==> config.mk <==
export PLATFORM = sky130hd
export DESIGN_NAME = dtp_timer
export DESIGN_NICKNAME = d
export VERILOG_FILES = /design/src/dtp_pkg.sv /design/src/dtp_prescaler.sv /design/src/dtp_timer.sv
export VERILOG_INCLUDE_DIRS = /design/src
export SDC_FILE = /design/constraint.sdc
export NUM_CORES = 1
export LEC_CHECK = 0
export BUFFER_PORTS_ARGS = -buffer_cell sky130_fd_sc_hd__buf_2
export CORE_MARGIN = 3
export CORE_UTILIZATION = 53
export DETAILED_ROUTE_END_ITERATION = 12
export GPL_TIMING_DRIVEN = 0
export PLACE_DENSITY_LB_ADDON = 0.3
export SETUP_SLACK_MARGIN = 0.3
export SYNTH_ARGS = -nofsm -noshare
export SYNTH_HDL_FRONTEND = slang
export SYNTH_SLANG_ARGS = --single-unit
==> constraint.sdc <==
create_clock -name clk -period 2.78 [get_ports clk]
set_input_delay 0.556 -clock clk [delete_from_list [all_inputs] [get_ports clk]]
set_output_delay 0.556 -clock clk [all_outputs]
set_load 0.05 [all_outputs]
==> src/dtp_defines.svh <==
// Constants for the dual interval timer pair
`ifndef DTP_DEFINES_SVH
`define DTP_DEFINES_SVH

`define DTP_ADDR_W 8
`define DTP_DATA_W 8
`define DTP_ADDR_TA 8'hEB
`define DTP_ADDR_TB 8'hEC
`define DTP_CTL_RESET 8'h00

`define DTP_BIT_MODE 7
`define DTP_SEL_HI 6
`define DTP_SEL_LO 4
`define DTP_BIT_CLR 3
`define DTP_BIT_EN 2
`define DTP_BIT_IE 1
`define DTP_BIT_PND 0

`define DTP_DIV512_BITS 9
`define DTP_DIV256_BITS 8
`define DTP_DIV64_BITS 6
`define DTP_DIV8_BITS 3
`define DTP_TICK_W 7

`endif

==> src/dtp_pkg.sv <==
// Types shared by the dual interval timer pair
package dtp_pkg;

  typedef enum logic [2:0] {
    DTP_SEL_DIV512 = 3'h0,
    DTP_SEL_DIV256 = 3'h1,
    DTP_SEL_DIV64 = 3'h2,
    DTP_SEL_DIV8 = 3'h3,
    DTP_SEL_DIV1 = 3'h4,
    DTP_SEL_SUB = 3'h5,
    DTP_SEL_EXT = 3'h6,
    DTP_SEL_NONE = 3'h7
  } dtp_clk_sel_t;

endpackage : dtp_pkg

==> src/dtp_prescaler.sv <==
// Count clock prescaler and edge detect for the timer pair
`timescale 1ns/100ps
`include "dtp_defines.svh"

module dtp_prescaler
  import dtp_pkg::*;
(
  input wire logic clk,
  input wire logic rst,
  input wire logic subClk,
  input wire logic extClk,
  output logic [`DTP_TICK_W-1:0] tickVec
);

  logic [`DTP_DIV512_BITS-1:0] preCnt_ff;
  logic subPrev_ff;
  logic extPrev_ff;

  always_ff @(posedge clk) begin
    if (rst) begin
      preCnt_ff <= '0;
    end else begin
      preCnt_ff <= preCnt_ff + 1'b1;
    end
  end

  always_ff @(posedge clk) begin
    if (rst) begin
      subPrev_ff <= 1'b0;
      extPrev_ff <= 1'b0;
    end else begin
      subPrev_ff <= subClk;
      extPrev_ff <= extClk;
    end
  end

  // One enable pulse per divided period, indexed by the select code
  always_comb begin
    tickVec = '0;
    tickVec[DTP_SEL_DIV512] = &preCnt_ff[`DTP_DIV512_BITS-1:0];
    tickVec[DTP_SEL_DIV256] = &preCnt_ff[`DTP_DIV256_BITS-1:0];
    tickVec[DTP_SEL_DIV64] = &preCnt_ff[`DTP_DIV64_BITS-1:0];
    tickVec[DTP_SEL_DIV8] = &preCnt_ff[`DTP_DIV8_BITS-1:0];
    tickVec[DTP_SEL_DIV1] = 1'b1;
    tickVec[DTP_SEL_SUB] = subClk & ~subPrev_ff;
    tickVec[DTP_SEL_EXT] = extClk & ~extPrev_ff;
  end

endmodule : dtp_prescaler

==> src/dtp_timer.sv <==
// Dual 8-bit / single 16-bit interval timer pair
// Overview of operation
// Mode bit set chains both counters into one 16-bit timer, else two.
// Timer A and 16-bit clocks: fxx/512,/256,/64,/8,/1, sub or external.
// Timer B in 8-bit mode: fxx/512,/256,/64,/8 or sub clock only.
// 16-bit compare uses A reference as upper byte, B as lower.
// 16-bit match requests combined interrupt, clears counter, keeps counting.
// 8-bit match per timer requests own interrupt and clears own counter.
// Reset puts timer A control at zero: stopped, /512, no interrupt.
// Reset puts timer B control at zero: stopped, /512, no interrupt.
// Writing one to A clear bit clears A or combined counter.
// Writing one to B clear bit clears B counter in 8-bit mode.
// Software sets mode, enable and interrupt enable for 16-bit interrupts.
// Software clears mode, sets enable and interrupt enable per timer.
// Pending bit sets on match even with interrupt disabled; readable.
// Pending bit stays until software writes zero to it.
// Software writes clear one, pending zero together before starting.
// In 8-bit mode each timer drives its own match output pin.
// Each match output toggles on every match and starts low.
// Counter advances per selected tick while enabled, holds when disabled.
`timescale 1ns/100ps
`include "dtp_defines.svh"

module dtp_timer
  import dtp_pkg::*;
#(
  parameter int CNT_W = 8
)
(
  input wire logic clk,
  input wire logic rst,
  input wire logic [`DTP_ADDR_W-1:0] regAddr,
  input wire logic regWrEn,
  input wire logic [`DTP_DATA_W-1:0] regWrData,
  output logic [`DTP_DATA_W-1:0] regRdData,
  input wire logic [CNT_W-1:0] timerAReference,
  input wire logic [CNT_W-1:0] timerBReference,
  output logic [CNT_W-1:0] timerACount,
  output logic [CNT_W-1:0] timerBCount,
  input wire logic subClk,
  input wire logic externalCountClock,
  output logic combinedMatchIrq,
  output logic lowTimerAMatchIrq,
  output logic lowTimerBMatchIrq,
  output logic firstMatchOutput,
  output logic secondMatchOutput
);

  function automatic logic selTick(input logic [2:0] sel,
                                   input logic [`DTP_TICK_W-1:0] vec,
                                   input logic isTimerB);
    logic ok;
    logic [`DTP_TICK_W:0] ext;
    ok = 1'b1;
    // Pad so that the stopped code never indexes past the tick vector
    ext = {1'h0, vec};
    if (isTimerB && (sel == DTP_SEL_DIV1 || sel == DTP_SEL_EXT)) begin
      ok = 1'b0;
    end
    if (sel == DTP_SEL_NONE) begin
      ok = 1'b0;
    end
    selTick = ok && ext[sel];
  endfunction : selTick

  logic [`DTP_TICK_W-1:0] tickVec;
  logic [`DTP_DATA_W-1:0] taCtl_ff;
  logic [`DTP_DATA_W-1:0] tbCtl_ff;
  logic pendA_ff;
  logic pendB_ff;
  logic [CNT_W-1:0] cntA_ff;
  logic [CNT_W-1:0] cntB_ff;
  logic [CNT_W-1:0] nxt_cntA;
  logic [CNT_W-1:0] nxt_cntB;
  logic outA_ff;
  logic outB_ff;
  logic [`DTP_DATA_W-1:0] rdData_ff;
  logic wrA;
  logic wrB;
  logic mode16;
  logic tickA;
  logic tickB;
  logic runA;
  logic runB;
  logic clearA;
  logic clearB;
  logic match16;
  logic matchA;
  logic matchB;
  logic setPendA;
  logic [2*CNT_W-1:0] cnt16;
  logic [2*CNT_W-1:0] ref16;
  logic [2*CNT_W-1:0] inc16;

  dtp_prescaler dtp_prescaler_inst (
    .clk(clk),
    .rst(rst),
    .subClk(subClk),
    .extClk(externalCountClock),
    .tickVec(tickVec)
  );

  assign wrA = regWrEn && (regAddr == `DTP_ADDR_TA);
  assign wrB = regWrEn && (regAddr == `DTP_ADDR_TB);
  assign mode16 = taCtl_ff[`DTP_BIT_MODE];

  assign tickA = selTick(taCtl_ff[`DTP_SEL_HI:`DTP_SEL_LO], tickVec,
                         1'b0);
  assign tickB = selTick(tbCtl_ff[`DTP_SEL_HI:`DTP_SEL_LO], tickVec,
                         1'b1);
  assign runA = taCtl_ff[`DTP_BIT_EN] && tickA;
  assign runB = !mode16 && tbCtl_ff[`DTP_BIT_EN] && tickB;

  assign clearA = wrA && regWrData[`DTP_BIT_CLR];
  // In 16-bit mode only the A clear bit acts, on both halves; a write
  // that enters 16-bit mode with clear set also clears the low half
  assign clearB = (clearA && (mode16 || regWrData[`DTP_BIT_MODE])) ||
                  (!mode16 && wrB && regWrData[`DTP_BIT_CLR]);

  assign cnt16 = {cntA_ff, cntB_ff};
  assign ref16 = {timerAReference, timerBReference};
  assign inc16 = cnt16 + 1'b1;
  assign match16 = mode16 && runA && (cnt16 == ref16);
  assign matchA = !mode16 && runA && (cntA_ff == timerAReference);
  assign matchB = runB && (cntB_ff == timerBReference);
  assign setPendA = mode16 ? match16 : matchA;

  always_comb begin
    nxt_cntA = cntA_ff;
    nxt_cntB = cntB_ff;
    if (mode16) begin
      if (match16) begin
        nxt_cntA = '0;
        nxt_cntB = '0;
      end else if (runA) begin
        nxt_cntA = inc16[2*CNT_W-1:CNT_W];
        nxt_cntB = inc16[CNT_W-1:0];
      end
    end else begin
      if (matchA) begin
        nxt_cntA = '0;
      end else if (runA) begin
        nxt_cntA = cntA_ff + 1'b1;
      end
      if (matchB) begin
        nxt_cntB = '0;
      end else if (runB) begin
        nxt_cntB = cntB_ff + 1'b1;
      end
    end
  end

  // Counters: a software clear wins over counting
  always_ff @(posedge clk) begin
    if (rst) begin
      cntA_ff <= '0;
    end else if (clearA) begin
      cntA_ff <= '0;
    end else begin
      cntA_ff <= nxt_cntA;
    end
  end

  always_ff @(posedge clk) begin
    if (rst) begin
      cntB_ff <= '0;
    end else if (clearB) begin
      cntB_ff <= '0;
    end else begin
      cntB_ff <= nxt_cntB;
    end
  end

  // Control bits; the clear bit is a strobe and is never stored
  always_ff @(posedge clk) begin
    if (rst) begin
      taCtl_ff <= `DTP_CTL_RESET;
    end else if (wrA) begin
      taCtl_ff <= {regWrData[`DTP_BIT_MODE:`DTP_SEL_LO], 1'b0,
                   regWrData[`DTP_BIT_EN:`DTP_BIT_IE], 1'b0};
    end
  end

  always_ff @(posedge clk) begin
    if (rst) begin
      tbCtl_ff <= `DTP_CTL_RESET;
    end else if (wrB) begin
      tbCtl_ff <= {1'b0, regWrData[`DTP_SEL_HI:`DTP_SEL_LO], 1'b0,
                   regWrData[`DTP_BIT_EN:`DTP_BIT_IE], 1'b0};
    end
  end

  // Pending: match sets regardless of interrupt enable, only a written zero clears
  always_ff @(posedge clk) begin
    if (rst) begin
      pendA_ff <= 1'b0;
    end else if (setPendA) begin
      pendA_ff <= 1'b1;
    end else if (wrA && !regWrData[`DTP_BIT_PND]) begin
      pendA_ff <= 1'b0;
    end
  end

  always_ff @(posedge clk) begin
    if (rst) begin
      pendB_ff <= 1'b0;
    end else if (matchB) begin
      pendB_ff <= 1'b1;
    end else if (wrB && !regWrData[`DTP_BIT_PND]) begin
      pendB_ff <= 1'b0;
    end
  end

  // Match outputs toggle in 8-bit mode only
  always_ff @(posedge clk) begin
    if (rst) begin
      outA_ff <= 1'b0;
      outB_ff <= 1'b0;
    end else begin
      if (matchA) begin
        outA_ff <= ~outA_ff;
      end
      if (matchB) begin
        outB_ff <= ~outB_ff;
      end
    end
  end

  always_ff @(posedge clk) begin
    if (rst) begin
      rdData_ff <= '0;
    end else if (regAddr == `DTP_ADDR_TA) begin
      rdData_ff <= {taCtl_ff[`DTP_DATA_W-1:1], pendA_ff};
    end else if (regAddr == `DTP_ADDR_TB) begin
      rdData_ff <= {tbCtl_ff[`DTP_DATA_W-1:1], pendB_ff};
    end else begin
      rdData_ff <= '0;
    end
  end

  assign regRdData = rdData_ff;
  assign timerACount = cntA_ff;
  assign timerBCount = cntB_ff;
  assign firstMatchOutput = outA_ff;
  assign secondMatchOutput = outB_ff;
  // Interrupt requests are pending gated by enable, per mode
  assign combinedMatchIrq = mode16 && pendA_ff &&
                            taCtl_ff[`DTP_BIT_IE];
  assign lowTimerAMatchIrq = !mode16 && pendA_ff &&
                             taCtl_ff[`DTP_BIT_IE];
  assign lowTimerBMatchIrq = !mode16 && pendB_ff &&
                             tbCtl_ff[`DTP_BIT_IE];
endmodule : dtp_timer

==> results of run 1 <==
## worst max path at each step
stage,endpoint,slack [ns],depth (start not counted)
2_1_floorplan,timerACount[1],0.53,7
3_3_place_gp,timerACount[5],0.37,7
3_5_place_dp,timerBCount[4],0.33,10
4_1_cts,timerBCount[4],0.32,10
5_1_grt,timerACount[3],0.28,11
6_report,timerACount[3],0.48,11
## power groups by stage
| stage | Sequential (mW) | Clock [mW] | Combinational [mW] |
|---|---|---|---|
| CTS | 0.711 | 0.451 | 0.0820 |
| floorplan | 0.726 | 0 | 0.0426 |
| detailed placement | 0.727 | 0 | 0.0816 |
| finish | 0.711 | 0.443 | 0.0820 |
| global route | 0.712 | 0.476 | 0.0911 |
| global placement | 0.727 | 0 | 0.0797 |
## layout make-up
type | count | area share, %
Clock buffer | 6 | 2.63
Multi-Input combinational cell | 248 | 49.9
Sequential cell | 49 | 31.3
Tap cell | 65 | 2.59
Buffer | 17 | 2.55
Timing Repair Buffer | 64 | 10.4
Clock inverter | 2 | 0.439
Inverter | 2 | 0.240
## sequential cells by signal, indices dropped and copies added (netlist names), 5 cells and up
register / count
regRdData: 7
dtp_prescaler_inst.preCnt_ff: 9
tbCtl_ff: 5
timerBCount: 8
timerACount: 8
taCtl_ff: 6
## timing repair
action	in CTS	in global routing
hold endpoints to repair	0	0
endpoints found under the setup margin	0	16
hold buffers	0	0
setup buffers	0	2
gates resized for setup	0	6
## layout by cell type, fill, tap and decap left out, types with 8 or more instances in the layout
cell and n:
sky130_fd_sc_hd__dfxtp_1 49, sky130_fd_sc_hd__nand4_1 8, sky130_fd_sc_hd__nor2_1 32, sky130_fd_sc_hd__xnor2_1 27, sky130_fd_sc_hd__o21ai_0 13, sky130_fd_sc_hd__buf_2 62, sky130_fd_sc_hd__a21oi_1 23, sky130_fd_sc_hd__nand3_1 24
sky130_fd_sc_hd__clkbuf_1 13, sky130_fd_sc_hd__nand2_1 30
## worst max-delay path, delay by kind of cell (launching register included)
family          cells  cell delay, ns
flops               1            0.39
fa+ha+maj           2            0.44
compound gates      4            0.45
simple gates        4            0.77
buf+inv             1            0.19
## through the flow
stage / utilization, % / hold slack (ns) / std cells / cell area [um2]
finish: 68.7 / 0.470 / 453 / 3130
CTS: 68.0 / 0.473 / 451 / 3100
global placement: 65.8 / 0.444 / 443 / 3010
floorplan: - / 0.430 / 316 / 2610
global route: 68.7 / 0.491 / 453 / 3130
detailed placement: 65.8 / 0.452 / 443 / 3010
## cells by family after synthesis
logic type / after synthesis / synth area share, %
simple gates: 144 / 29.8
other cells: 1 / 0.143
xor+xnor: 32 / 10.7
fa+ha+maj: 5 / 2.39
mux: 1 / 0.431
buf+inv: 19 / 3.21
compound gates: 65 / 15.8
flops: 49 / 37.5
## routing by layer
metal	up-vias	track usage [%]
met4	0	6.70
met5	-	0
met2	90	37.9
li1	1257	-
met1	1165	27.6
met3	11	5.08
==> flow_summary.html, run 1 <==
<table>
<tr><th>Metric</th><th>Value</th></tr>
<tr><th colspan="2">Yosys</th></tr>
<tr><td>Most instantiated cells after synthesis</td><td>49 x sky130_fd_sc_hd__dfxtp_1, 32 x sky130_fd_sc_hd__nor2_1, 31 x sky130_fd_sc_hd__nand2_1, 27 x sky130_fd_sc_hd__xnor2_1, 24 x sky130_fd_sc_hd__nand3_1</td></tr>
<tr><td>Top area cells in the synthesized netlist</td><td>sky130_fd_sc_hd__dfxtp_1 38%, sky130_fd_sc_hd__xnor2_1 9.0%, sky130_fd_sc_hd__nand3_1 4.6%</td></tr>
<tr><td>Synthesized instance count</td><td>316</td></tr>
<tr><td>Syn nets</td><td>358</td></tr>
<tr><td>Most common cell in the netlist</td><td>sky130_fd_sc_hd__dfxtp_1</td></tr>
<tr><td>Top flip-flop cell by instance count after synthesis</td><td>sky130_fd_sc_hd__dfxtp_1</td></tr>
<tr><td>Seq cells post-synth</td><td>49</td></tr>
<tr><td>Async set or reset register ratio after synthesis</td><td>0%</td></tr>
<tr><td>Post-Synthesis Mean Instance Area</td><td>8.27 um2</td></tr>
<tr><td>Proportion of netlist area held by the largest area contributor</td><td>~38%</td></tr>
<tr><td>Netlist cell types</td><td>50</td></tr>
<tr><td>Register area share after synthesis</td><td>about 38%</td></tr>
<tr><td>Library cell with the largest summed area after synthesis</td><td>sky130_fd_sc_hd__dfxtp_1</td></tr>
<tr><td>Synth Warn #</td><td>0</td></tr>
<tr><td>Netlist area before placement</td><td>0.00261 mm2</td></tr>
<tr><td>EDFF count, synth</td><td>0</td></tr>
<tr><th colspan="2">Placement</th></tr>
<tr><td>GP Congestion</td><td>0.947</td></tr>
<tr><td>Estimated wirelength of the detail-placed design</td><td>4740 um</td></tr>
<tr><td>Port Buffer Count</td><td>62</td></tr>
<tr><td>Pre-CTS setup slack</td><td>0.334 ns</td></tr>
<tr><th colspan="2">Route</th></tr>
<tr><td>Wirelength, routed</td><td>6450 um</td></tr>
<tr><td>Highest routed metal layer</td><td>met4</td></tr>
<tr><td>Drt initial violations</td><td>about 220</td></tr>
<tr><td>Count of TritonRoute iterations in the first routing pass</td><td>4</td></tr>
<tr><td>Via density per instance</td><td>5.57</td></tr>
<tr><td>Final routed wire length divided by cell count</td><td>14.2 um</td></tr>
<tr><td>Total met3 wirelength after detailed routing</td><td>399 um</td></tr>
<tr><td>Met1 routed wirelength after detailed routing</td><td>between 2000 and 3000 um</td></tr>
<tr><td>Antenna-violating nets left</td><td>0</td></tr>
<tr><td>DRC violations left</td><td>0</td></tr>
<tr><td>Total number of vias</td><td>2523</td></tr>
<tr><td>DR WL met2</td><td>3140 um</td></tr>
<tr><th colspan="2">STA</th></tr>
<tr><td>Setup repair after global routing missed its margin</td><td>true</td></tr>
<tr><td>Clock tree skew after final layout</td><td>0.00905 ns</td></tr>
<tr><td>Fraction of the cycle the final worst path needs</td><td>82.7%</td></tr>
<tr><td>Fin. max-slew vios</td><td>0</td></tr>
<tr><td>Maximum clock rate</td><td>435 MHz</td></tr>
<tr><td>Worst slew slack as a fraction of its limit</td><td>52.3%</td></tr>
<tr><td>Sum of negative setup slack</td><td>0 ns</td></tr>
<tr><td>Post-layout minimum cycle time</td><td>2.30 ns</td></tr>
<tr><td>Final setup violating endpoints</td><td>0</td></tr>
<tr><td>Slew at the pin with the worst max-slew slack</td><td>roughly 0.71 ns</td></tr>
<tr><td>Slack of the critical path</td><td>0.481 ns</td></tr>
<tr><td>Hold violation count in the final report</td><td>0</td></tr>
<tr><th colspan="2">Floorplanning</th></tr>
<tr><td>Die extent in x</td><td>76.2 um</td></tr>
<tr><td>Die outline height</td><td>76.2 um</td></tr>
<tr><td>Initial standard-cell utilization of the core</td><td>a little under three fifths</td></tr>
<tr><td>Site Rows</td><td>24</td></tr>
<tr><td>Io pins</td><td>66</td></tr>
<tr><td>Area of the die</td><td>0.00581 mm2</td></tr>
<tr><td>Floorplan core area</td><td>0.00456 mm2</td></tr>
<tr><th colspan="2">Critical path</th></tr>
<tr><td>Endpoint kind of the worst setup timing path</td><td>flip-flop</td></tr>
<tr><td>CP cell instances</td><td>ha_1 -&gt; nand2_2 -&gt; nor3_1 -&gt; ha_1 -&gt; o41ai_1 -&gt; a31oi_1 -&gt; and3_4 -&gt; clkbuf_4 -&gt; nor4bb_2 -&gt; a21oi_1 -&gt; a21oi_1</td></tr>
<tr><td>Number of cells on the worst reg-to-reg path</td><td>11</td></tr>
<tr><td>Crit Path Class</td><td>flip-flop to flip-flop</td></tr>
<tr><td>Data arrival time at the worst-slack endpoint</td><td>2.54 ns</td></tr>
<tr><td>Critical path's slowest cell</td><td>sky130_fd_sc_hd__dfxtp_1</td></tr>
<tr><td>Critical Path Start Type</td><td>flip-flop</td></tr>
<tr><td>Max stage delay on crit path</td><td>~0.39 ns</td></tr>
<tr><td>Worst-path maximum fanout</td><td>10</td></tr>
<tr><td>Launching instance or port of the critical path</td><td>dtp_prescaler_inst.preCnt_ff[0]</td></tr>
<tr><td>Worst reg2reg path endpoint</td><td>timerACount[3]</td></tr>
<tr><td>Required time of the worst setup path</td><td>3.02 ns</td></tr>
<tr><td>Beginning of the worst register-to-register path</td><td>dtp_prescaler_inst.preCnt_ff[0]</td></tr>
<tr><td>Reg-to-reg setup timing slack</td><td>0.48 ns</td></tr>
<tr><th colspan="2">Pwr</th></tr>
<tr><td>IR Drop Worst-Case VDD</td><td>between 0.4 and 0.5 mV</td></tr>
<tr><td>Relative contribution of the clock network to total power</td><td>35.9%</td></tr>
<tr><td>Internal</td><td>0.946 mW</td></tr>
<tr><td>Leakage power summed over all cells</td><td>about 1.2 nW</td></tr>
<tr><td>Switching power total</td><td>a little under 0.3 mW</td></tr>
<tr><td>Power per Cell Area</td><td>just under 400 mW/mm2</td></tr>
<tr><td>Tot Pwr</td><td>1.24 mW</td></tr>
<tr><td>Seq pwr share</td><td>57.5%</td></tr>
<tr><td>Fraction of power spent switching nets</td><td>a little under a quarter</td></tr>
<tr><td>Proportion of power drawn by combinational gates</td><td>6.6%</td></tr>
<tr><th colspan="2">Clock network</th></tr>
<tr><td>Clock Latency Late Sink</td><td>~0.30 ns</td></tr>
<tr><td>CTS clock-pin slew for the worst setup and hold paths</td><td>0.10 ns</td></tr>
<tr><td>TritonCTS clock tree</td><td>built</td></tr>
<tr><td>Cts bufs inserted</td><td>5</td></tr>
<tr><td>Clock root cell</td><td>sky130_fd_sc_hd__clkbuf_8</td></tr>
<tr><td>Number of buffers between clock root and the deepest sink</td><td>2</td></tr>
<tr><td>Clock sink total</td><td>49</td></tr>
<tr><td>H-tree depth</td><td>2</td></tr>
<tr><th colspan="2">Finish</th></tr>
<tr><td>Fraction of layout cells with a size suffix above 1</td><td>22.4%</td></tr>
<tr><td>Area occupied by multi-input gates</td><td>0.00156 mm2</td></tr>
<tr><td>Area occupied by registers</td><td>981 um2</td></tr>
<tr><td>Area grow syn2layout</td><td>19.9%</td></tr>
<tr><td>Number of inserted diodes</td><td>0</td></tr>
<tr><td>Fillers</td><td>a little under 400</td></tr>
<tr><td>Final net count</td><td>429</td></tr>
<tr><th colspan="2">Run</th></tr>
<tr><td>Max-Cap Viols</td><td>0</td></tr>
<tr><th colspan="2">Global routing</th></tr>
<tr><td>Total overflow reported by the global router</td><td>0</td></tr>
<tr><td>Largest net degree at the start of global routing</td><td>16</td></tr>
<tr><td>Overall routing resource usage</td><td>22.1%</td></tr>
<tr><td>Number of antenna violations at the first check in global routing</td><td>0</td></tr>
<tr><td>First-pass GRT wire length</td><td>10900 um</td></tr>
<tr><td>Vias in the first global route</td><td>2378</td></tr>
<tr><th colspan="2">Hold path</th></tr>
<tr><td>Hold Crit Endpoint</td><td>dtp_prescaler_inst.preCnt_ff[0]</td></tr>
<tr><td>Hold path start</td><td>dtp_prescaler_inst.preCnt_ff[0]</td></tr>
<tr><td>Hold Path Cell Cnt</td><td>1</td></tr>
<tr><td>Type of the worst min-delay path</td><td>flip-flop to flip-flop</td></tr>
<tr><th colspan="2">Run status</th></tr>
<tr><td>Result of the run</td><td>completed</td></tr>
</table>
(Power assumes the default switching activity.)
==> run 2: changes to the inputs <==
==> constraint.sdc (replaced) <==
create_clock -name clk -period 2.4 [get_ports clk]
set_input_delay 0.48 -clock clk [delete_from_list [all_inputs] [get_ports clk]]
set_output_delay 0.48 -clock clk [all_outputs]
set_load 0.05 [all_outputs]
==> flow_summary.html, run 2 (synthesis results as in run 1) <==
<table>
<tr><th>Metric</th><th>Value</th></tr>
<tr><th colspan="2">Run status</th></tr>
<tr><td>Result of the run</td><td>completed</td></tr>
<tr><th colspan="2">Clock network</th></tr>
<tr><td>Cts bufs inserted</td><td>5</td></tr>
<tr><td>Number of hold-repair buffers added at the cts stage</td><td>0</td></tr>
<tr><td>Clock root cell</td><td>sky130_fd_sc_hd__clkbuf_8</td></tr>
<tr><td>Clock sink total</td><td>49</td></tr>
<tr><td>CTS clock-pin slew for the worst setup and hold paths</td><td>~0.090 ns</td></tr>
<tr><td>H-tree depth</td><td>2</td></tr>
<tr><td>Clock Latency Late Sink</td><td>0.30 ns</td></tr>
<tr><td>Number of buffers between clock root and the deepest sink</td><td>2</td></tr>
<tr><td>TritonCTS clock tree</td><td>built</td></tr>
<tr><th colspan="2">Hold path</th></tr>
<tr><td>Hold path start</td><td>externalCountClock</td></tr>
<tr><td>Hold Path Cell Cnt</td><td>2</td></tr>
<tr><td>Hold Crit Endpoint</td><td>dtp_prescaler_inst.extPrev_ff</td></tr>
<tr><td>Type of the worst min-delay path</td><td>primary input to flip-flop</td></tr>
<tr><th colspan="2">Critical path</th></tr>
<tr><td>Critical Path Start Type</td><td>flip-flop</td></tr>
<tr><td>Endpoint kind of the worst setup timing path</td><td>flip-flop</td></tr>
<tr><td>Data arrival time at the worst-slack endpoint</td><td>around 2.4 ns</td></tr>
<tr><td>Worst-path maximum fanout</td><td>10</td></tr>
<tr><td>Reg-to-reg setup timing slack</td><td>roughly 0.29 ns</td></tr>
<tr><td>Worst reg2reg path endpoint</td><td>timerACount[3]</td></tr>
<tr><td>Number of cells on the worst reg-to-reg path</td><td>11</td></tr>
<tr><td>Required time of the worst setup path</td><td>approximately 2.6 ns</td></tr>
<tr><td>Crit Path Class</td><td>flip-flop to flip-flop</td></tr>
<tr><td>Beginning of the worst register-to-register path</td><td>dtp_prescaler_inst.preCnt_ff[0]</td></tr>
<tr><th colspan="2">Placement</th></tr>
<tr><td>Cell total after placement</td><td>roughly 440</td></tr>
<tr><td>Port Buffer Count</td><td>62</td></tr>
<tr><td>GP Congestion</td><td>0.911</td></tr>
<tr><td>Estimated wirelength of the detail-placed design</td><td>around 4800 um</td></tr>
<tr><th colspan="2">Pwr</th></tr>
<tr><td>Internal</td><td>approximately 1.1 mW</td></tr>
<tr><td>IR Drop Worst-Case VDD</td><td>approximately 0.37 mV</td></tr>
<tr><td>Switching power total</td><td>around 0.34 mW</td></tr>
<tr><td>Leakage power summed over all cells</td><td>approximately 1.3 nW</td></tr>
<tr><td>Relative contribution of the clock network to total power</td><td>35.1%</td></tr>
<tr><td>Seq pwr share</td><td>57.4%</td></tr>
<tr><td>Proportion of power drawn by combinational gates</td><td>7.5%</td></tr>
<tr><td>Fraction of power spent switching nets</td><td>23.6%</td></tr>
<tr><td>Power per Cell Area</td><td>roughly 430 mW/mm2</td></tr>
<tr><th colspan="2">Route</th></tr>
<tr><td>Count of TritonRoute iterations in the first routing pass</td><td>4</td></tr>
<tr><td>Drt initial violations</td><td>around 230</td></tr>
<tr><td>Total number of vias</td><td>2648</td></tr>
<tr><td>Final routed wire length divided by cell count</td><td>between 10 and 15 um</td></tr>
<tr><td>Antenna-violating nets left</td><td>0</td></tr>
<tr><td>DRC violations left</td><td>0</td></tr>
<tr><td>Wirelength, routed</td><td>6880 um</td></tr>
<tr><td>Via density per instance</td><td>5.74</td></tr>
<tr><th colspan="2">STA</th></tr>
<tr><td>Setup repair after global routing missed its margin</td><td>true</td></tr>
<tr><td>Hold violation count in the final report</td><td>0</td></tr>
<tr><td>Sum of negative setup slack</td><td>0 ns</td></tr>
<tr><td>Maximum clock rate</td><td>473 MHz</td></tr>
<tr><td>Slew at the pin with the worst max-slew slack</td><td>0.550 ns</td></tr>
<tr><td>Final setup violating endpoints</td><td>0</td></tr>
<tr><td>Worst slew slack as a fraction of its limit</td><td>between 60% and 70%</td></tr>
<tr><td>Fraction of the cycle the final worst path needs</td><td>88.1%</td></tr>
<tr><td>Clock tree skew after final layout</td><td>0.00861 ns</td></tr>
<tr><td>Fin. max-slew vios</td><td>0</td></tr>
<tr><td>Post-layout minimum cycle time</td><td>roughly 2.1 ns</td></tr>
<tr><th colspan="2">Floorplanning</th></tr>
<tr><td>Die extent in x</td><td>76.2 um</td></tr>
<tr><td>Floorplan core area</td><td>between 0.004 and 0.005 mm2</td></tr>
<tr><td>Io pins</td><td>66</td></tr>
<tr><td>Site Rows</td><td>24</td></tr>
<tr><td>Die outline height</td><td>around 76 um</td></tr>
<tr><td>Area of the die</td><td>slightly below 0.006 mm2</td></tr>
<tr><td>Initial standard-cell utilization of the core</td><td>between 50% and 60%</td></tr>
<tr><th colspan="2">Finish</th></tr>
<tr><td>Number of standard cells in the layout, taps in and fillers out</td><td>461</td></tr>
<tr><td>Area grow syn2layout</td><td>27.4%</td></tr>
<tr><td>Number of flip-flops under the largest register name</td><td>9</td></tr>
<tr><td>Final net count</td><td>438</td></tr>
<tr><td>Most common cell after layout, fill and taps aside</td><td>sky130_fd_sc_hd__buf_2</td></tr>
<tr><td>Fraction of layout cells with a size suffix above 1</td><td>33.1%</td></tr>
<tr><td>Largest Register</td><td>dtp_prescaler_inst.preCnt_ff</td></tr>
<tr><td>Number of inserted diodes</td><td>0</td></tr>
<tr><td>Most frequent cells in the layout</td><td>62 x sky130_fd_sc_hd__buf_2, 33 x sky130_fd_sc_hd__dfxtp_1, 29 x sky130_fd_sc_hd__nand2_1</td></tr>
<tr><td>Fillers</td><td>354</td></tr>
<tr><th colspan="2">Global routing</th></tr>
<tr><td>Vias in the first global route</td><td>between 2000 and 2500</td></tr>
<tr><td>First-pass GRT wire length</td><td>11400 um</td></tr>
<tr><td>Total overflow reported by the global router</td><td>0</td></tr>
<tr><td>Overall routing resource usage</td><td>about a quarter</td></tr>
<tr><td>Largest net degree at the start of global routing</td><td>15</td></tr>
<tr><td>Number of antenna violations at the first check in global routing</td><td>0</td></tr>
<tr><th colspan="2">Run</th></tr>
<tr><td>Max-Cap Viols</td><td>0</td></tr>
</table>
## run 2: changes by cell type in the layout (fill, tap and decap cells not counted), sizes merged
cell      change
buf          +11
clkbuf        -2
clkinv        -2
clkinvlp      +1
## run 2: worst max path at each step
stage,startpoint,end,slack [ns],cells after the start
after global placement,dtp_prescaler_inst.preCnt_ff[0],timerBCount[2],0.001,10
after global routing,dtp_prescaler_inst.preCnt_ff[0],timerACount[3],0.15,11
final,dtp_prescaler_inst.preCnt_ff[0],timerACount[3],0.29,11
after floorplan,timerBCount[3],timerACount[1],0.31,6
after detailed placement,dtp_prescaler_inst.preCnt_ff[0],timerBCount[2],-0.04,10
after CTS,dtp_prescaler_inst.preCnt_ff[1],timerACount[3],0.26,10
## run 2: power by group through the flow
stage / registers [mW] / logic [mW] / clock network, mW
2_1_floorplan: 0.841 / 0.0493 / 0
3_3_place_gp: 0.842 / 0.0918 / 0
3_5_place_dp: 0.843 / 0.0935 / 0
4_1_cts: 0.825 / 0.104 / 0.509
5_1_grt: 0.824 / 0.119 / 0.544
6_report: 0.823 / 0.107 / 0.503
## run 2: area by class of cell
class / instances / area, um2 / area share [%]
clock buffer: 6 / 82.6 / 2.48
sequential: 49 / 1010 / 30.3
tap: 65 / 81.3 / 2.44
multi-input combinational: 248 / 1660 / 49.8
buffer: 17 / 92.6 / 2.78
inverter: 2 / 7.51 / 0.225
clock inverter: 1 / 7.51 / 0.225
timing repair buffer: 73 / 393 / 11.8
## run 2: per-stage QoR
| stage | util [%] | hold WS, ns | power [mW] | worst slack, ns | cell area, um2 |
|---|---|---|---|---|---|
| 2_1_floorplan | - | 0.430 | 0.890 | 0.305 | 2630 |
| 3_3_place_gp | 66.1 | 0.445 | 0.934 | 0.00109 | 3020 |
| 3_5_place_dp | 66.1 | 0.474 | 0.936 | -0.0449 | 3020 |
| 4_1_cts | 71.1 | 0.411 | 1.44 | 0.257 | 3240 |
| 5_1_grt | 72.9 | 0.424 | 1.49 | 0.148 | 3330 |
| 6_report | 72.9 | 0.413 | 1.43 | 0.286 | 3330 |
## run 2: what timing repair did
action,in CTS,in global routing
pin swaps,9,14
gates resized for setup,18,32
setup endpoints to repair,21,19
setup buffers,9,2
endpoints found under the hold margin,0,0
## run 2: routing by layer
layer  wire, um  share of wire, %  vias up  global-route usage (%)
li1           -                 -     1280                       -
met1       2750                40     1250                    29.2
met2       3600                52      106                    40.7
met3        443               6.4       12                    4.85
met4         85               1.2        0                    5.62
met5          0                 0        -                       0
## run 2: critical path, cell delays in order (launching register included)
cell	delay [ns]
sky130_fd_sc_hd__dfxtp_4	0.37
sky130_fd_sc_hd__ha_4	0.15
sky130_fd_sc_hd__nand2_4	0.06
sky130_fd_sc_hd__nor3_4	0.11
sky130_fd_sc_hd__ha_2	0.21
sky130_fd_sc_hd__o41ai_2	0.06
sky130_fd_sc_hd__a31oi_1	0.20
sky130_fd_sc_hd__and3_4	0.24
sky130_fd_sc_hd__buf_6	0.14
sky130_fd_sc_hd__nor4bb_1	0.28
sky130_fd_sc_hd__a21oi_1	0.10
sky130_fd_sc_hd__a21oi_2	0.14
==> run 3: changes to the inputs <==
--- a/config.mk
+++ b/config.mk
@@ -7,6 +7,7 @@
 export NUM_CORES = 1
 export LEC_CHECK = 0
 export BUFFER_PORTS_ARGS = -buffer_cell sky130_fd_sc_hd__buf_2
+export CORE_ASPECT_RATIO = 0.6
 export CORE_MARGIN = 3
 export CORE_UTILIZATION = 53
 export DETAILED_ROUTE_END_ITERATION = 12
==> flow_summary.html, run 3 (synthesis results as in run 1) <==
<table>
<tr><th>Metric</th><th>Value</th></tr>
<tr><th colspan="2">Run status</th></tr>
<tr><td>Result of the run</td><td>completed</td></tr>
<tr><th colspan="2">Finish</th></tr>
<tr><td>Most common cell after layout, fill and taps aside</td><td>sky130_fd_sc_hd__buf_2</td></tr>
<tr><td>Most frequent cells in the layout</td><td>62 x sky130_fd_sc_hd__buf_2, 32 x sky130_fd_sc_hd__nor2_1, 30 x sky130_fd_sc_hd__dfxtp_1</td></tr>
<tr><td>Area grow syn2layout</td><td>32.2%</td></tr>
<tr><td>Final net count</td><td>445</td></tr>
<tr><td>Number of inserted diodes</td><td>0</td></tr>
<tr><td>Largest Register</td><td>dtp_prescaler_inst.preCnt_ff</td></tr>
<tr><td>Fraction of layout cells with a size suffix above 1</td><td>a little over a third</td></tr>
<tr><td>Number of flip-flops under the largest register name</td><td>9</td></tr>
<tr><th colspan="2">Placement</th></tr>
<tr><td>Port Buffer Count</td><td>62</td></tr>
<tr><td>GP Congestion</td><td>0.917</td></tr>
<tr><td>Estimated wirelength of the detail-placed design</td><td>5040 um</td></tr>
<tr><th colspan="2">Floorplanning</th></tr>
<tr><td>Area of the die</td><td>around 0.0058 mm2</td></tr>
<tr><td>Die extent in x</td><td>between 90 and 100 um</td></tr>
<tr><td>Io pins</td><td>66</td></tr>
<tr><td>Site Rows</td><td>19</td></tr>
<tr><td>Die outline height</td><td>approximately 60 um</td></tr>
<tr><td>Floorplan core area</td><td>0.00466 mm2</td></tr>
<tr><td>Initial standard-cell utilization of the core</td><td>56.1%</td></tr>
<tr><th colspan="2">Route</th></tr>
<tr><td>Via density per instance</td><td>5.79</td></tr>
<tr><td>Final routed wire length divided by cell count</td><td>15.6 um</td></tr>
<tr><td>DRC violations left</td><td>0</td></tr>
<tr><td>Antenna-violating nets left</td><td>0</td></tr>
<tr><td>Drt initial violations</td><td>~220</td></tr>
<tr><td>Count of TritonRoute iterations in the first routing pass</td><td>5</td></tr>
<tr><td>Wirelength, routed</td><td>7300 um</td></tr>
<tr><td>Total number of vias</td><td>~2700</td></tr>
<tr><th colspan="2">Critical path</th></tr>
<tr><td>Worst-path maximum fanout</td><td>7</td></tr>
<tr><td>Critical Path Start Type</td><td>flip-flop</td></tr>
<tr><td>Max stage delay on crit path</td><td>about 0.37 ns</td></tr>
<tr><td>Crit Path Class</td><td>flip-flop to flip-flop</td></tr>
<tr><td>Number of cells on the worst reg-to-reg path</td><td>9</td></tr>
<tr><td>Stages on worst setup path</td><td>9</td></tr>
<tr><td>Critical path's slowest cell</td><td>sky130_fd_sc_hd__dfxtp_2</td></tr>
<tr><td>Largest delay share family, worst path</td><td>simple AND/OR/NAND/NOR gates</td></tr>
<tr><td>Data arrival time at the worst-slack endpoint</td><td>2.41 ns</td></tr>
<tr><td>Buffers plus inverters on the worst setup path</td><td>0</td></tr>
<tr><td>CP cell instances</td><td>nand3_4 -&gt; nor3_2 -&gt; ha_2 -&gt; o41ai_1 -&gt; a31oi_1 -&gt; and3_4 -&gt; or3b_1 -&gt; a21o_1 -&gt; a21oi_2</td></tr>
<tr><td>Endpoint kind of the worst setup timing path</td><td>flip-flop</td></tr>
<tr><td>Required time of the worst setup path</td><td>2.64 ns</td></tr>
<tr><th colspan="2">STA</th></tr>
<tr><td>Post-layout minimum cycle time</td><td>2.18 ns</td></tr>
<tr><td>Fraction of the cycle the final worst path needs</td><td>90.8%</td></tr>
<tr><td>Maximum clock rate</td><td>459 MHz</td></tr>
<tr><td>Slew at the pin with the worst max-slew slack</td><td>0.749 ns</td></tr>
<tr><td>Clock tree skew after final layout</td><td>just over 0.008 ns</td></tr>
<tr><td>Final setup violating endpoints</td><td>0</td></tr>
<tr><td>Fin. max-slew vios</td><td>0</td></tr>
<tr><td>Sum of negative setup slack</td><td>0 ns</td></tr>
<tr><td>Setup repair after global routing missed its margin</td><td>true</td></tr>
<tr><td>Final hold slack</td><td>0.417 ns</td></tr>
<tr><td>Hold violation count in the final report</td><td>0</td></tr>
<tr><td>Worst slew slack as a fraction of its limit</td><td>49.9%</td></tr>
<tr><th colspan="2">Global routing</th></tr>
<tr><td>Overall routing resource usage</td><td>24.3%</td></tr>
<tr><td>Met2 layer usage reported by global route</td><td>around 38%</td></tr>
<tr><td>Number of antenna violations at the first check in global routing</td><td>0</td></tr>
<tr><td>Met1 Track Usage GR</td><td>34.8%</td></tr>
<tr><td>Busiest layer in global routing</td><td>met2</td></tr>
<tr><td>Met3 capacity usage during global routing</td><td>5.63%</td></tr>
<tr><td>Vias in the first global route</td><td>between 2000 and 2500</td></tr>
<tr><td>First-pass GRT wire length</td><td>11400 um</td></tr>
<tr><td>Total overflow reported by the global router</td><td>0</td></tr>
<tr><td>Largest net degree at the start of global routing</td><td>15</td></tr>
<tr><th colspan="2">Clock network</th></tr>
<tr><td>Number of buffers between clock root and the deepest sink</td><td>2</td></tr>
<tr><td>Clock Latency Late Sink</td><td>roughly 0.30 ns</td></tr>
<tr><td>CTS clock-pin slew for the worst setup and hold paths</td><td>0.09 ns</td></tr>
<tr><td>H-tree depth</td><td>2</td></tr>
<tr><td>Cts bufs inserted</td><td>5</td></tr>
<tr><td>TritonCTS clock tree</td><td>built</td></tr>
<tr><td>Clock root cell</td><td>sky130_fd_sc_hd__clkbuf_8</td></tr>
<tr><td>Clock sink total</td><td>49</td></tr>
<tr><th colspan="2">Pwr</th></tr>
<tr><td>Leakage power summed over all cells</td><td>1.35 nW</td></tr>
<tr><td>IR Drop Worst-Case VDD</td><td>0.453 mV</td></tr>
<tr><td>Power per Cell Area</td><td>424 mW/mm2</td></tr>
<tr><th colspan="2">Run</th></tr>
<tr><td>Max-Cap Viols</td><td>0</td></tr>
<tr><th colspan="2">Hold path</th></tr>
<tr><td>Type of the worst min-delay path</td><td>primary input to flip-flop</td></tr>
<tr><td>Hold Path Cell Cnt</td><td>2</td></tr>
</table>
[run 3: metrics by stage]
step | power [mW] | instances | area [um2] | setup slack (ns) | utilization (%)
2_1_floorplan | 0.890 | 316 | 2630 | 0.305 | -
3_3_place_gp | 0.935 | 441 | 3010 | -0.0708 | 64.7
3_5_place_dp | 0.938 | 441 | 3010 | -0.103 | 64.7
4_1_cts | 1.46 | 458 | 3280 | 0.242 | 70.3
5_1_grt | 1.51 | 467 | 3460 | 0.0756 | 74.2
6_report | 1.46 | 467 | 3460 | 0.220 | 74.2
[run 3: layout make-up]
| cell class | instances | area, um2 |
|---|---|---|
| multi-input combinational | 248 | 1700 |
| fill | 353 | 1200 |
| sequential | 49 | 1010 |
| timing repair buffer | 80 | 453 |
| buffer | 17 | 98.8 |
| clock buffer | 7 | 96.3 |
| tap | 63 | 78.8 |
| inverter | 2 | 7.51 |
| clock inverter | 1 | 5.00 |
[run 3: path summary, 6_finish.rpt]
path,startpoint,endpoint,slack [ns]
setup reg to reg,dtp_prescaler_inst.preCnt_ff[4],timerACount[3],0.22
hold / removal,externalCountClock,dtp_prescaler_inst.extPrev_ff,0.42
hold reg to reg,tbCtl_ff[1],tbCtl_ff[1],0.50
setup / recovery,dtp_prescaler_inst.preCnt_ff[4],timerACount[3],0.22
[run 3: timing repair]
action                                  4_1_cts  5_1_grt
buffers inserted                              9        9
resized for setup                            26       37
endpoints found under the hold margin         0        0
endpoints found under the setup margin       22       20
hold buffers                                  0        0
pin swaps                                    12       22
[run 3: power breakdown]
group | internal (mW) | total (mW) | switching [mW]
Clock | 0.261 | 0.534 | 0.273
Sequential | 0.817 | 0.823 | 0.00600
Combinational | 0.0499 | 0.107 | 0.0573
Total | 1.13 | 1.46 | 0.336
[run 3: metal layers]
layer	part of all wire [%]	vias up
met5	0	-
met4	1.7	0
met3	8.0	12
met2	43	116
met1	47	1276
li1	-	1299
